File: src/verilog/hdlc3_count_pkg.sv
/*
 * Constants and carrier types for the third data link message count block.
 * Assumes a single 10 MHz core clock and an APB register port with byte addresses.
 */
package hdlc3_count_pkg;
	localparam int COUNT_W = 7;
	localparam int ADDR_W  = 8;
	localparam int IRQ_W   = 3;

	localparam logic [ADDR_W-1:0] RX_COUNT_PTR_ADDR = 8'h00;
	localparam logic [ADDR_W-1:0] TX_COUNT_SEL_ADDR = 8'h04;
	localparam logic [ADDR_W-1:0] CONTROL_ADDR      = 8'h08;
	localparam logic [ADDR_W-1:0] IRQ_STATUS_ADDR   = 8'h0C;
	localparam logic [ADDR_W-1:0] IRQ_MASK_ADDR     = 8'h10;

	localparam int PTR_BIT     = 7;
	localparam int SEL_BIT     = 7;
	localparam int TX_MODE_BIT = 0;
	localparam int RX_MODE_BIT = 1;
	localparam int IRQ_TX_EOT  = 0;
	localparam int IRQ_RX_EOT  = 1;
	localparam int IRQ_RX_MSG  = 2;

	localparam logic [COUNT_W-1:0] COUNT_RESET     = 7'h00;
	localparam logic [COUNT_W-1:0] COUNT_UNLIMITED = 7'h00;
	localparam logic [COUNT_W-1:0] COUNT_ONE       = 7'h01;
	localparam logic [1:0]         MODE_RESET      = 2'h0;
	localparam logic [1:0]         BUSY_RESET      = 2'h0;
	localparam logic [IRQ_W-1:0]   IRQ_RESET       = 3'h0;
	localparam logic [31:0]        WORD_ZERO       = 32'h00000000;

	typedef struct packed {
		logic               msg_done;
		logic               rep_seen;
		logic               buffer;
		logic [COUNT_W-1:0] bytes;
	} rx_report_type;

	typedef struct packed {
		logic               active;
		logic               bit_mode;
		logic               buffer;
		logic [COUNT_W-1:0] length;
	} tx_cmd_type;
endpackage

File: src/verilog/hdlc3_msg_byte_count.sv
/*
 * Transmit and receive message count, buffer select and buffer pointer logic
 * of the third data link controller, with APB registers and one interrupt.
 * Assumes the framing logic reports message events as one-cycle pulses.
 */
// Contract
// - Bit mode transmit repeats count times, stops, interrupts.
// - Zero transmit count repeats without limit.
// - Message mode transmit count excludes FCS.
// - Receive pointer names buffer holding newest message.
// - Bit mode receive interrupts after count repetitions.
// - Zero receive count never interrupts.
// - Message mode receive count includes FCS.
// - Write selects transmit buffer, read shows free.
`timescale 1ns/1ns
module hdlc3_msg_byte_count (
	// Clock and reset.
	input  wire logic                                 core_clk,
	input  wire logic                                 sys_rst,
	// APB slave.
	input  wire logic                                 psel,
	input  wire logic                                 penable,
	input  wire logic                                 pwrite,
	input  wire logic [hdlc3_count_pkg::ADDR_W-1:0]   paddr,
	input  wire logic [31:0]                          pwdata,
	output logic                                      pready,
	output logic [31:0]                               prdata,
	output logic                                      pslverr,
	// Link controller side.
	input  wire hdlc3_count_pkg::rx_report_type       rx_report,
	input  wire logic                                 tx_msg_done,
	output hdlc3_count_pkg::tx_cmd_type               tx_cmd,
	// Interrupt.
	output logic                                      irq
);
	typedef enum logic {TX_IDLE, TX_SEND} tx_state_type;

	tx_state_type                         tx_state_ff;
	tx_state_type                         nxt_tx_state;
	logic [hdlc3_count_pkg::COUNT_W-1:0]  tx_count_ff;
	logic [hdlc3_count_pkg::COUNT_W-1:0]  nxt_tx_count;
	logic                                 tx_sel_ff;
	logic                                 nxt_tx_sel;
	logic [1:0]                           tx_busy_ff;
	logic [1:0]                           nxt_tx_busy;
	logic [hdlc3_count_pkg::COUNT_W-1:0]  rx_count_ff;
	logic [hdlc3_count_pkg::COUNT_W-1:0]  nxt_rx_count;
	logic                                 rx_ptr_ff;
	logic                                 nxt_rx_ptr;
	logic                                 rx_pend_ff;
	logic                                 nxt_rx_pend;
	logic [1:0]                           mode_ff;
	logic [1:0]                           nxt_mode;
	logic [hdlc3_count_pkg::IRQ_W-1:0]    irq_status_ff;
	logic [hdlc3_count_pkg::IRQ_W-1:0]    nxt_irq_status;
	logic [hdlc3_count_pkg::IRQ_W-1:0]    irq_mask_ff;
	logic [hdlc3_count_pkg::IRQ_W-1:0]    nxt_irq_mask;
	logic [31:0]                          prdata_ff;
	logic [31:0]                          nxt_prdata;
	logic                                 pslverr_ff;
	logic                                 nxt_pslverr;

	logic                                 setup;
	logic                                 wr_en;
	logic                                 rd_en;
	logic                                 tx_start;
	logic                                 tx_bit_mode;
	logic                                 rx_bit_mode;
	logic                                 tx_step;
	logic                                 tx_rep_reached;
	logic                                 tx_finish;
	logic                                 rx_step;
	logic                                 rx_clear;
	logic                                 rx_rep_reached;
	logic                                 rx_msg_load;
	logic                                 tx_avail;
	logic [hdlc3_count_pkg::IRQ_W-1:0]    irq_set;

	// Returns true when the address names one of the registers.
	function automatic logic addr_mapped(input logic [hdlc3_count_pkg::ADDR_W-1:0] addr);
		addr_mapped = (addr == hdlc3_count_pkg::RX_COUNT_PTR_ADDR) ||
		              (addr == hdlc3_count_pkg::TX_COUNT_SEL_ADDR) ||
		              (addr == hdlc3_count_pkg::CONTROL_ADDR) ||
		              (addr == hdlc3_count_pkg::IRQ_STATUS_ADDR) ||
		              (addr == hdlc3_count_pkg::IRQ_MASK_ADDR);
	endfunction

	// The slave never inserts wait states; read data is captured in setup.
	assign pready  = 1'b1;
	assign prdata  = prdata_ff;
	assign pslverr = pslverr_ff;
	assign setup   = psel && !penable;
	assign wr_en   = psel && penable && pwrite && addr_mapped(paddr);
	assign rd_en   = psel && penable && !pwrite;

	assign tx_bit_mode = mode_ff[hdlc3_count_pkg::TX_MODE_BIT];
	assign rx_bit_mode = mode_ff[hdlc3_count_pkg::RX_MODE_BIT];
	assign tx_start = wr_en && (paddr == hdlc3_count_pkg::TX_COUNT_SEL_ADDR);
	assign tx_step  = (tx_state_ff == TX_SEND) && tx_bit_mode && tx_msg_done;
	assign tx_finish = (tx_state_ff == TX_SEND) &&
	                   ((tx_bit_mode && tx_rep_reached) || (!tx_bit_mode && tx_msg_done));
	assign rx_step  = rx_bit_mode && rx_report.rep_seen;
	assign rx_clear = !rx_bit_mode || (wr_en && (paddr == hdlc3_count_pkg::RX_COUNT_PTR_ADDR));
	assign rx_msg_load = rx_report.msg_done && !rx_bit_mode;
	assign tx_avail = tx_busy_ff[0] && !tx_busy_ff[1];

	repeat_counter u_tx_reps (
		.core_clk (core_clk),
		.sys_rst  (sys_rst),
		.clear    (tx_start),
		.step     (tx_step),
		.limit    (tx_count_ff),
		.reached  (tx_rep_reached)
	);

	repeat_counter u_rx_reps (
		.core_clk (core_clk),
		.sys_rst  (sys_rst),
		.clear    (rx_clear),
		.step     (rx_step),
		.limit    (rx_count_ff),
		.reached  (rx_rep_reached)
	);

	// Transmit control and buffer bookkeeping.
	always_comb begin
		nxt_tx_state = tx_state_ff;
		nxt_tx_count = tx_count_ff;
		nxt_tx_sel   = tx_sel_ff;
		nxt_tx_busy  = tx_busy_ff;
		if (tx_finish) begin
			nxt_tx_state = TX_IDLE;
			nxt_tx_busy[tx_sel_ff] = 1'b0;
		end
		if (tx_start) begin
			nxt_tx_state = TX_SEND;
			nxt_tx_count = pwdata[hdlc3_count_pkg::COUNT_W-1:0];
			nxt_tx_sel   = pwdata[hdlc3_count_pkg::SEL_BIT];
			nxt_tx_busy[pwdata[hdlc3_count_pkg::SEL_BIT]] = 1'b1;
		end
	end

	always_ff @(posedge core_clk) begin
		if (sys_rst) begin
			tx_state_ff <= TX_IDLE;
			tx_count_ff <= hdlc3_count_pkg::COUNT_RESET;
			tx_sel_ff   <= 1'b0;
			tx_busy_ff  <= hdlc3_count_pkg::BUSY_RESET;
		end else begin
			tx_state_ff <= nxt_tx_state;
			tx_count_ff <= nxt_tx_count;
			tx_sel_ff   <= nxt_tx_sel;
			tx_busy_ff  <= nxt_tx_busy;
		end
	end

	assign tx_cmd.active   = (tx_state_ff == TX_SEND);
	assign tx_cmd.bit_mode = tx_bit_mode;
	assign tx_cmd.buffer   = tx_sel_ff;
	assign tx_cmd.length   = tx_count_ff;

	// Receive count and pointer; the link update wins over a software write.
	always_comb begin
		nxt_rx_count = rx_count_ff;
		nxt_rx_ptr   = rx_ptr_ff;
		nxt_rx_pend  = rx_msg_load;
		if (wr_en && (paddr == hdlc3_count_pkg::RX_COUNT_PTR_ADDR)) begin
			nxt_rx_count = pwdata[hdlc3_count_pkg::COUNT_W-1:0];
			nxt_rx_ptr   = pwdata[hdlc3_count_pkg::PTR_BIT];
		end
		if (rx_report.msg_done) begin
			nxt_rx_ptr = rx_report.buffer;
		end
		if (rx_msg_load) begin
			nxt_rx_count = rx_report.bytes;
		end
	end

	always_ff @(posedge core_clk) begin
		if (sys_rst) begin
			rx_count_ff <= hdlc3_count_pkg::COUNT_RESET;
			rx_ptr_ff   <= 1'b0;
			rx_pend_ff  <= 1'b0;
		end else begin
			rx_count_ff <= nxt_rx_count;
			rx_ptr_ff   <= nxt_rx_ptr;
			rx_pend_ff  <= nxt_rx_pend;
		end
	end

	// Mode, interrupt and read data registers.
	always_comb begin
		irq_set = hdlc3_count_pkg::IRQ_RESET;
		irq_set[hdlc3_count_pkg::IRQ_TX_EOT] = tx_finish;
		irq_set[hdlc3_count_pkg::IRQ_RX_EOT] = rx_rep_reached;
		irq_set[hdlc3_count_pkg::IRQ_RX_MSG] = rx_pend_ff;
		nxt_mode       = mode_ff;
		nxt_irq_mask   = irq_mask_ff;
		nxt_irq_status = irq_status_ff;
		nxt_prdata     = prdata_ff;
		nxt_pslverr    = pslverr_ff;
		if (wr_en && (paddr == hdlc3_count_pkg::CONTROL_ADDR)) begin
			nxt_mode = pwdata[1:0];
		end
		if (wr_en && (paddr == hdlc3_count_pkg::IRQ_MASK_ADDR)) begin
			nxt_irq_mask = pwdata[hdlc3_count_pkg::IRQ_W-1:0];
		end
		// Only the bits that were returned are cleared, and a new event wins.
		if (rd_en && (paddr == hdlc3_count_pkg::IRQ_STATUS_ADDR)) begin
			nxt_irq_status = irq_status_ff & ~prdata_ff[hdlc3_count_pkg::IRQ_W-1:0];
		end
		nxt_irq_status = nxt_irq_status | irq_set;
		if (setup) begin
			nxt_pslverr = !addr_mapped(paddr);
			nxt_prdata  = hdlc3_count_pkg::WORD_ZERO;
			case (paddr)
				hdlc3_count_pkg::RX_COUNT_PTR_ADDR: begin
					nxt_prdata[7:0] = {rx_ptr_ff, rx_count_ff};
				end
				hdlc3_count_pkg::TX_COUNT_SEL_ADDR: begin
					nxt_prdata[7:0] = {tx_avail, tx_count_ff};
				end
				hdlc3_count_pkg::CONTROL_ADDR: begin
					nxt_prdata[1:0] = mode_ff;
				end
				hdlc3_count_pkg::IRQ_STATUS_ADDR: begin
					nxt_prdata[hdlc3_count_pkg::IRQ_W-1:0] = irq_status_ff;
				end
				hdlc3_count_pkg::IRQ_MASK_ADDR: begin
					nxt_prdata[hdlc3_count_pkg::IRQ_W-1:0] = irq_mask_ff;
				end
				default: begin
					nxt_prdata = hdlc3_count_pkg::WORD_ZERO;
				end
			endcase
		end
	end

	always_ff @(posedge core_clk) begin
		if (sys_rst) begin
			mode_ff       <= hdlc3_count_pkg::MODE_RESET;
			irq_mask_ff   <= hdlc3_count_pkg::IRQ_RESET;
			irq_status_ff <= hdlc3_count_pkg::IRQ_RESET;
			prdata_ff     <= hdlc3_count_pkg::WORD_ZERO;
			pslverr_ff    <= 1'b0;
		end else begin
			mode_ff       <= nxt_mode;
			irq_mask_ff   <= nxt_irq_mask;
			irq_status_ff <= nxt_irq_status;
			prdata_ff     <= nxt_prdata;
			pslverr_ff    <= nxt_pslverr;
		end
	end

	assign irq = |(irq_status_ff & irq_mask_ff);
endmodule

File: src/verilog/repeat_counter.sv
/*
 * Counts repetitions of a message and pulses when a nonzero limit is met.
 * Assumes step is a single-cycle pulse in the core clock domain; clear may be held high for many cycles.
 */
`timescale 1ns/1ns
module repeat_counter (
	// Clock and reset.
	input  wire logic                               core_clk,
	input  wire logic                               sys_rst,
	// Control.
	input  wire logic                               clear,
	input  wire logic                               step,
	input  wire logic [hdlc3_count_pkg::COUNT_W-1:0] limit,
	// Result.
	output logic                                    reached
);
	logic [hdlc3_count_pkg::COUNT_W-1:0] count_ff;
	logic [hdlc3_count_pkg::COUNT_W-1:0] nxt_count;
	logic [hdlc3_count_pkg::COUNT_W-1:0] count_inc;

	assign count_inc = count_ff + hdlc3_count_pkg::COUNT_ONE;
	// A zero limit means no end, so no pulse is ever produced.
	assign reached = step && (limit != hdlc3_count_pkg::COUNT_UNLIMITED) && (count_inc == limit);

	always_comb begin
		nxt_count = count_ff;
		if (clear || reached) begin
			nxt_count = hdlc3_count_pkg::COUNT_RESET;
		end else if (step) begin
			nxt_count = count_inc;
		end
	end

	always_ff @(posedge core_clk) begin
		if (sys_rst) begin
			count_ff <= hdlc3_count_pkg::COUNT_RESET;
		end else begin
			count_ff <= nxt_count;
		end
	end
endmodule
File: config.mk
export PLATFORM = sky130hd
export DESIGN_NAME = hdlc3_msg_byte_count
export DESIGN_NICKNAME = d
export VERILOG_FILES = /design/src/verilog/hdlc3_count_pkg.sv /design/src/verilog/hdlc3_msg_byte_count.sv /design/src/verilog/repeat_counter.sv
export SDC_FILE = /design/constraint.sdc
export NUM_CORES = 1
export LEC_CHECK = 0
export ABC_AREA = 1
export BUFFER_PORTS_ARGS = -buffer_cell sky130_fd_sc_hd__buf_2
export CAP_MARGIN = 20
export CORE_MARGIN = 3
export CORE_UTILIZATION = 35
export CTS_CLUSTER_DIAMETER = 200
export CTS_CLUSTER_SIZE = 24
export DETAILED_ROUTE_END_ITERATION = 8
export HOLD_SLACK_MARGIN = 0.05
export SLEW_MARGIN = 10
export SYNTH_ARGS = -nofsm -noshare
export SYNTH_HDL_FRONTEND = slang
export SYNTH_SLANG_ARGS = --single-unit
export TNS_END_PERCENT = 10
File: constraint.sdc
create_clock -name core_clk -period 2.8 [get_ports core_clk]
set_input_delay 0.56 -clock core_clk [delete_from_list [all_inputs] [get_ports core_clk]]
set_output_delay 0.56 -clock core_clk [all_outputs]
set_load 0.02 [all_outputs]
==> results_dict.tcl <==
set metrics [dict create \
    run_status "finished clean" \
    p_clk_frac 0.336 \
    crit_arrival_ps 2140 \
    cpMostUsedCell "nand2_1" \
    async_reset_ff_frac 0 \
    h-tree-depth 2 \
    path_class "flip-flop to flip-flop" \
    hold_path.class "flip-flop to flip-flop" \
    fin_tns_setup_ps 0 \
    synth_top_area_share 0.351 \
    min_period_ps 1930 \
    ctsHoldBuffers 0 \
    grt-busiest-layer "met2" \
    vdd_ir_drop_max_mv 0.211 \
    period_share 0.691 \
    cts_setup_buffers 0 \
    num_io_pins 101 \
    synth.top_cells.by_area "dfxtp_1 35%, nand2_1 9.4%, inv_1 7.4%, buf_4 7.2%, a21oi_1 6.0%" \
    clk_latency_ps 290 \
    max_stage_delay_ps 410 \
    drtIter0Drc 154 \
    cp_slowest_cell "dfxtp_1" \
    gp_congestion 0.900 \
    track_usage 0.151 \
    synth_ff_type "dfxtp_1" \
    dr.pass1.iters 5 \
    grtUsageMet1 0.193 \
    fin_nets 521 \
    use_met3 0.0337 \
    drc 0 \
    critical_path_peak_fanout 7 \
    cap_violations 0 \
    combPwrFrac 0.115 \
    worst_pin_slew_ps 549 \
    synth-edff-count 0 \
    overflow 0 \
    drive_above_1_share 0.179 \
    yosysUniqueCellTypes 38 \
    wl_per_cell_um 12.5 \
    cts_inserted_buffers 5 \
    power_frac_seq 0.549 \
    fp.dieArea_um2 9430 \
    slew_viol_final 0 \
    post-synth-top-count-cell "nand2_1" \
    viasPerCell 4.71 \
    grt_pass1_wl_um 11900 \
    yosysWarnings 0 \
    ys_seq_area_frac 0.351 \
    crit_path_start_kind "flip-flop" \
    slew_headroom 0.634 \
    cts_tree "done" \
    fp-row-count 32 \
    syn_area_um2 2910 \
    cts_buffer_depth 2 \
    cts_root_buf "clkbuf_8" \
    hpwl_um 5710 \
    start_util 0.368 \
    cp_data_required_time_ps 3000 \
    p_sw_frac 0.259 \
    synth_area_leader_cell "dfxtp_1" \
    fmax_mhz 517 \
    total_leakage_power_uw 0.00149 \
    syn_to_final_growth_pct 11.8 \
    cts.clk_slew.worst_paths_ps 90 \
    via_count 2667 \
    setup_viol 0 \
    hold_ws_ps 437 \
    io_buffers 51 \
    hold_viol 0 \
    power.switching_uw 355 \
    rsz0062_at_grt "no" \
    die_x_um 97.1 \
    cp_cell_sequence "ha_1 > nand2_1 > nor2_2 > nand3_1 > nand2_1 > nand2_1 > nand2_1 > nor2_1 > nand2_1 > nand3_2 > a211oi_1" \
    syn_inst 414 \
    ys_ff_latch 51 \
    grt_util_met2 0.256 \
    intPower_uw 1020 \
    totalWireLength_um 7100 \
    fin_skew_ps 3.86 \
    die_y_um 97.1 \
    synth_common_cells "73 x nand2_1, 57 x inv_1, 51 x dfxtp_1, 35 x a21oi_1" \
    final_antenna_net_count 0 \
    grt_pass1_vias 2626 \
    grt_max_degree 20 \
    cts.sinks 51 \
    core_um2 7890 \
    powerDensity_nw_per_um2 422 \
    antenna_found_initial 0 \
    cts_resized 0 \
    antennaDiodeCount 0 \
    end_kind "flip-flop" \
    avgSynthCellArea_um2 7.02 \
]
## registers in the layout, indices dropped and copies added, names as in the netlist
name	flops
pslverr	1
tx_count_ff	7
rx_count_ff	7
rx_pend_ff	1
irq_status_ff	3
mode_ff	2
u_rx_reps.count_ff	7
u_tx_reps.count_ff	7
tx_state_ff	1
irq_mask_ff	3
tx_sel_ff	1
prdata	8
tx_busy_ff	2
rx_ptr_ff	1
## layer usage
| layer | share of wire | up-vias |
|---|---|---|
| met4 | 0.015 | 0 |
| met5 | 0 | - |
| met1 | 0.46 | 1196 |
| li1 | - | 1396 |
| met2 | 0.48 | 65 |
| met3 | 0.048 | 10 |
## cells by family (layout without fill, tap and decap cells)
group,after synthesis,count (layout),share of synthesized area
AOI/OAI and AO/OA,95,95,0.183
xor gates and xnor gates,11,11,0.0331
adders and majority gates,2,2,0.00861
buffers and inverters,97,124,0.164
DFF,51,51,0.351
muxes,4,4,0.0151
other,2,25,0.00258
and+or+nand+nor,152,152,0.241
## layout make-up
cell class | count | area, µm²
fill | 837 | 4640
multi-input combinational | 289 | 1490
sequential | 51 | 1020
timing repair buffer | 53 | 270
inverter | 63 | 236
tap | 102 | 128
clock buffer | 8 | 100
## worst paths after layout
check / from / endpoint / slack (ps) / cells past startpoint
max: u_tx_reps.count_ff[0] / u_tx_reps.count_ff[3] / 870 / 11
min: rx_pend_ff / irq_status_ff[2] / 440 / 2
max reg2reg: u_tx_reps.count_ff[0] / u_tx_reps.count_ff[3] / 870 / 11
min reg2reg: rx_pend_ff / irq_status_ff[2] / 440 / 2
## worst max-delay path, delay by kind of cell, from the launching register on
family | cells | cell delay (ps)
and+or+nand+nor | 9 | 930
AOI/OAI and AO/OA | 1 | 270
adders and majority gates | 1 | 220
DFF | 1 | 410
## per-stage QoR
step | instances | worst slack, ps | utilization | area [µm²] | power [µW]
after floorplan | 437 | 1080 | - | 2990 | 898
after global placement | 558 | 731 | 0.399 | 3150 | 926
after detailed placement | 558 | 692 | 0.399 | 3150 | 928
after CTS | 566 | 862 | 0.412 | 3250 | 1380
after global routing | 566 | 710 | 0.412 | 3250 | 1440
final | 566 | 866 | 0.412 | 3250 | 1370
## cell usage in the layout, fill, tap and decap left out, types with 2 or more instances in the layout
| cell | instances |
|---|---|
| o22ai_1 | 3 |
| inv_1 | 57 |
| nand2_2 | 4 |
| nand2_1 | 73 |
| o21ai_0 | 33 |
| buf_2 | 51 |
| nor3_1 | 7 |
| conb_1 | 25 |
| ha_1 | 2 |
| a211oi_1 | 5 |
| nor2_4 | 2 |
| nand3_1 | 21 |
| xor2_1 | 9 |
| buf_4 | 2 |
| nand4_1 | 2 |
| inv_2 | 6 |
| mux2_2 | 3 |
| o221ai_1 | 5 |
| nand3_2 | 2 |
| a21oi_1 | 35 |
| clkbuf_8 | 7 |
| nor2_1 | 33 |
| dfxtp_1 | 51 |
| o21ai_1 | 8 |
| nand3b_1 | 3 |
| xnor2_1 | 2 |
| o211ai_1 | 2 |
## power groups by stage
stage / clock (µW) / sequential [µW] / combinational [µW]
CTS: 473 / 754 / 158
finish: 461 / 754 / 157
global route: 506 / 756 / 176
detailed placement: 0 / 771 / 158
floorplan: 0 / 775 / 123
global placement: 0 / 771 / 155
Power figures use the tool's default switching activity.
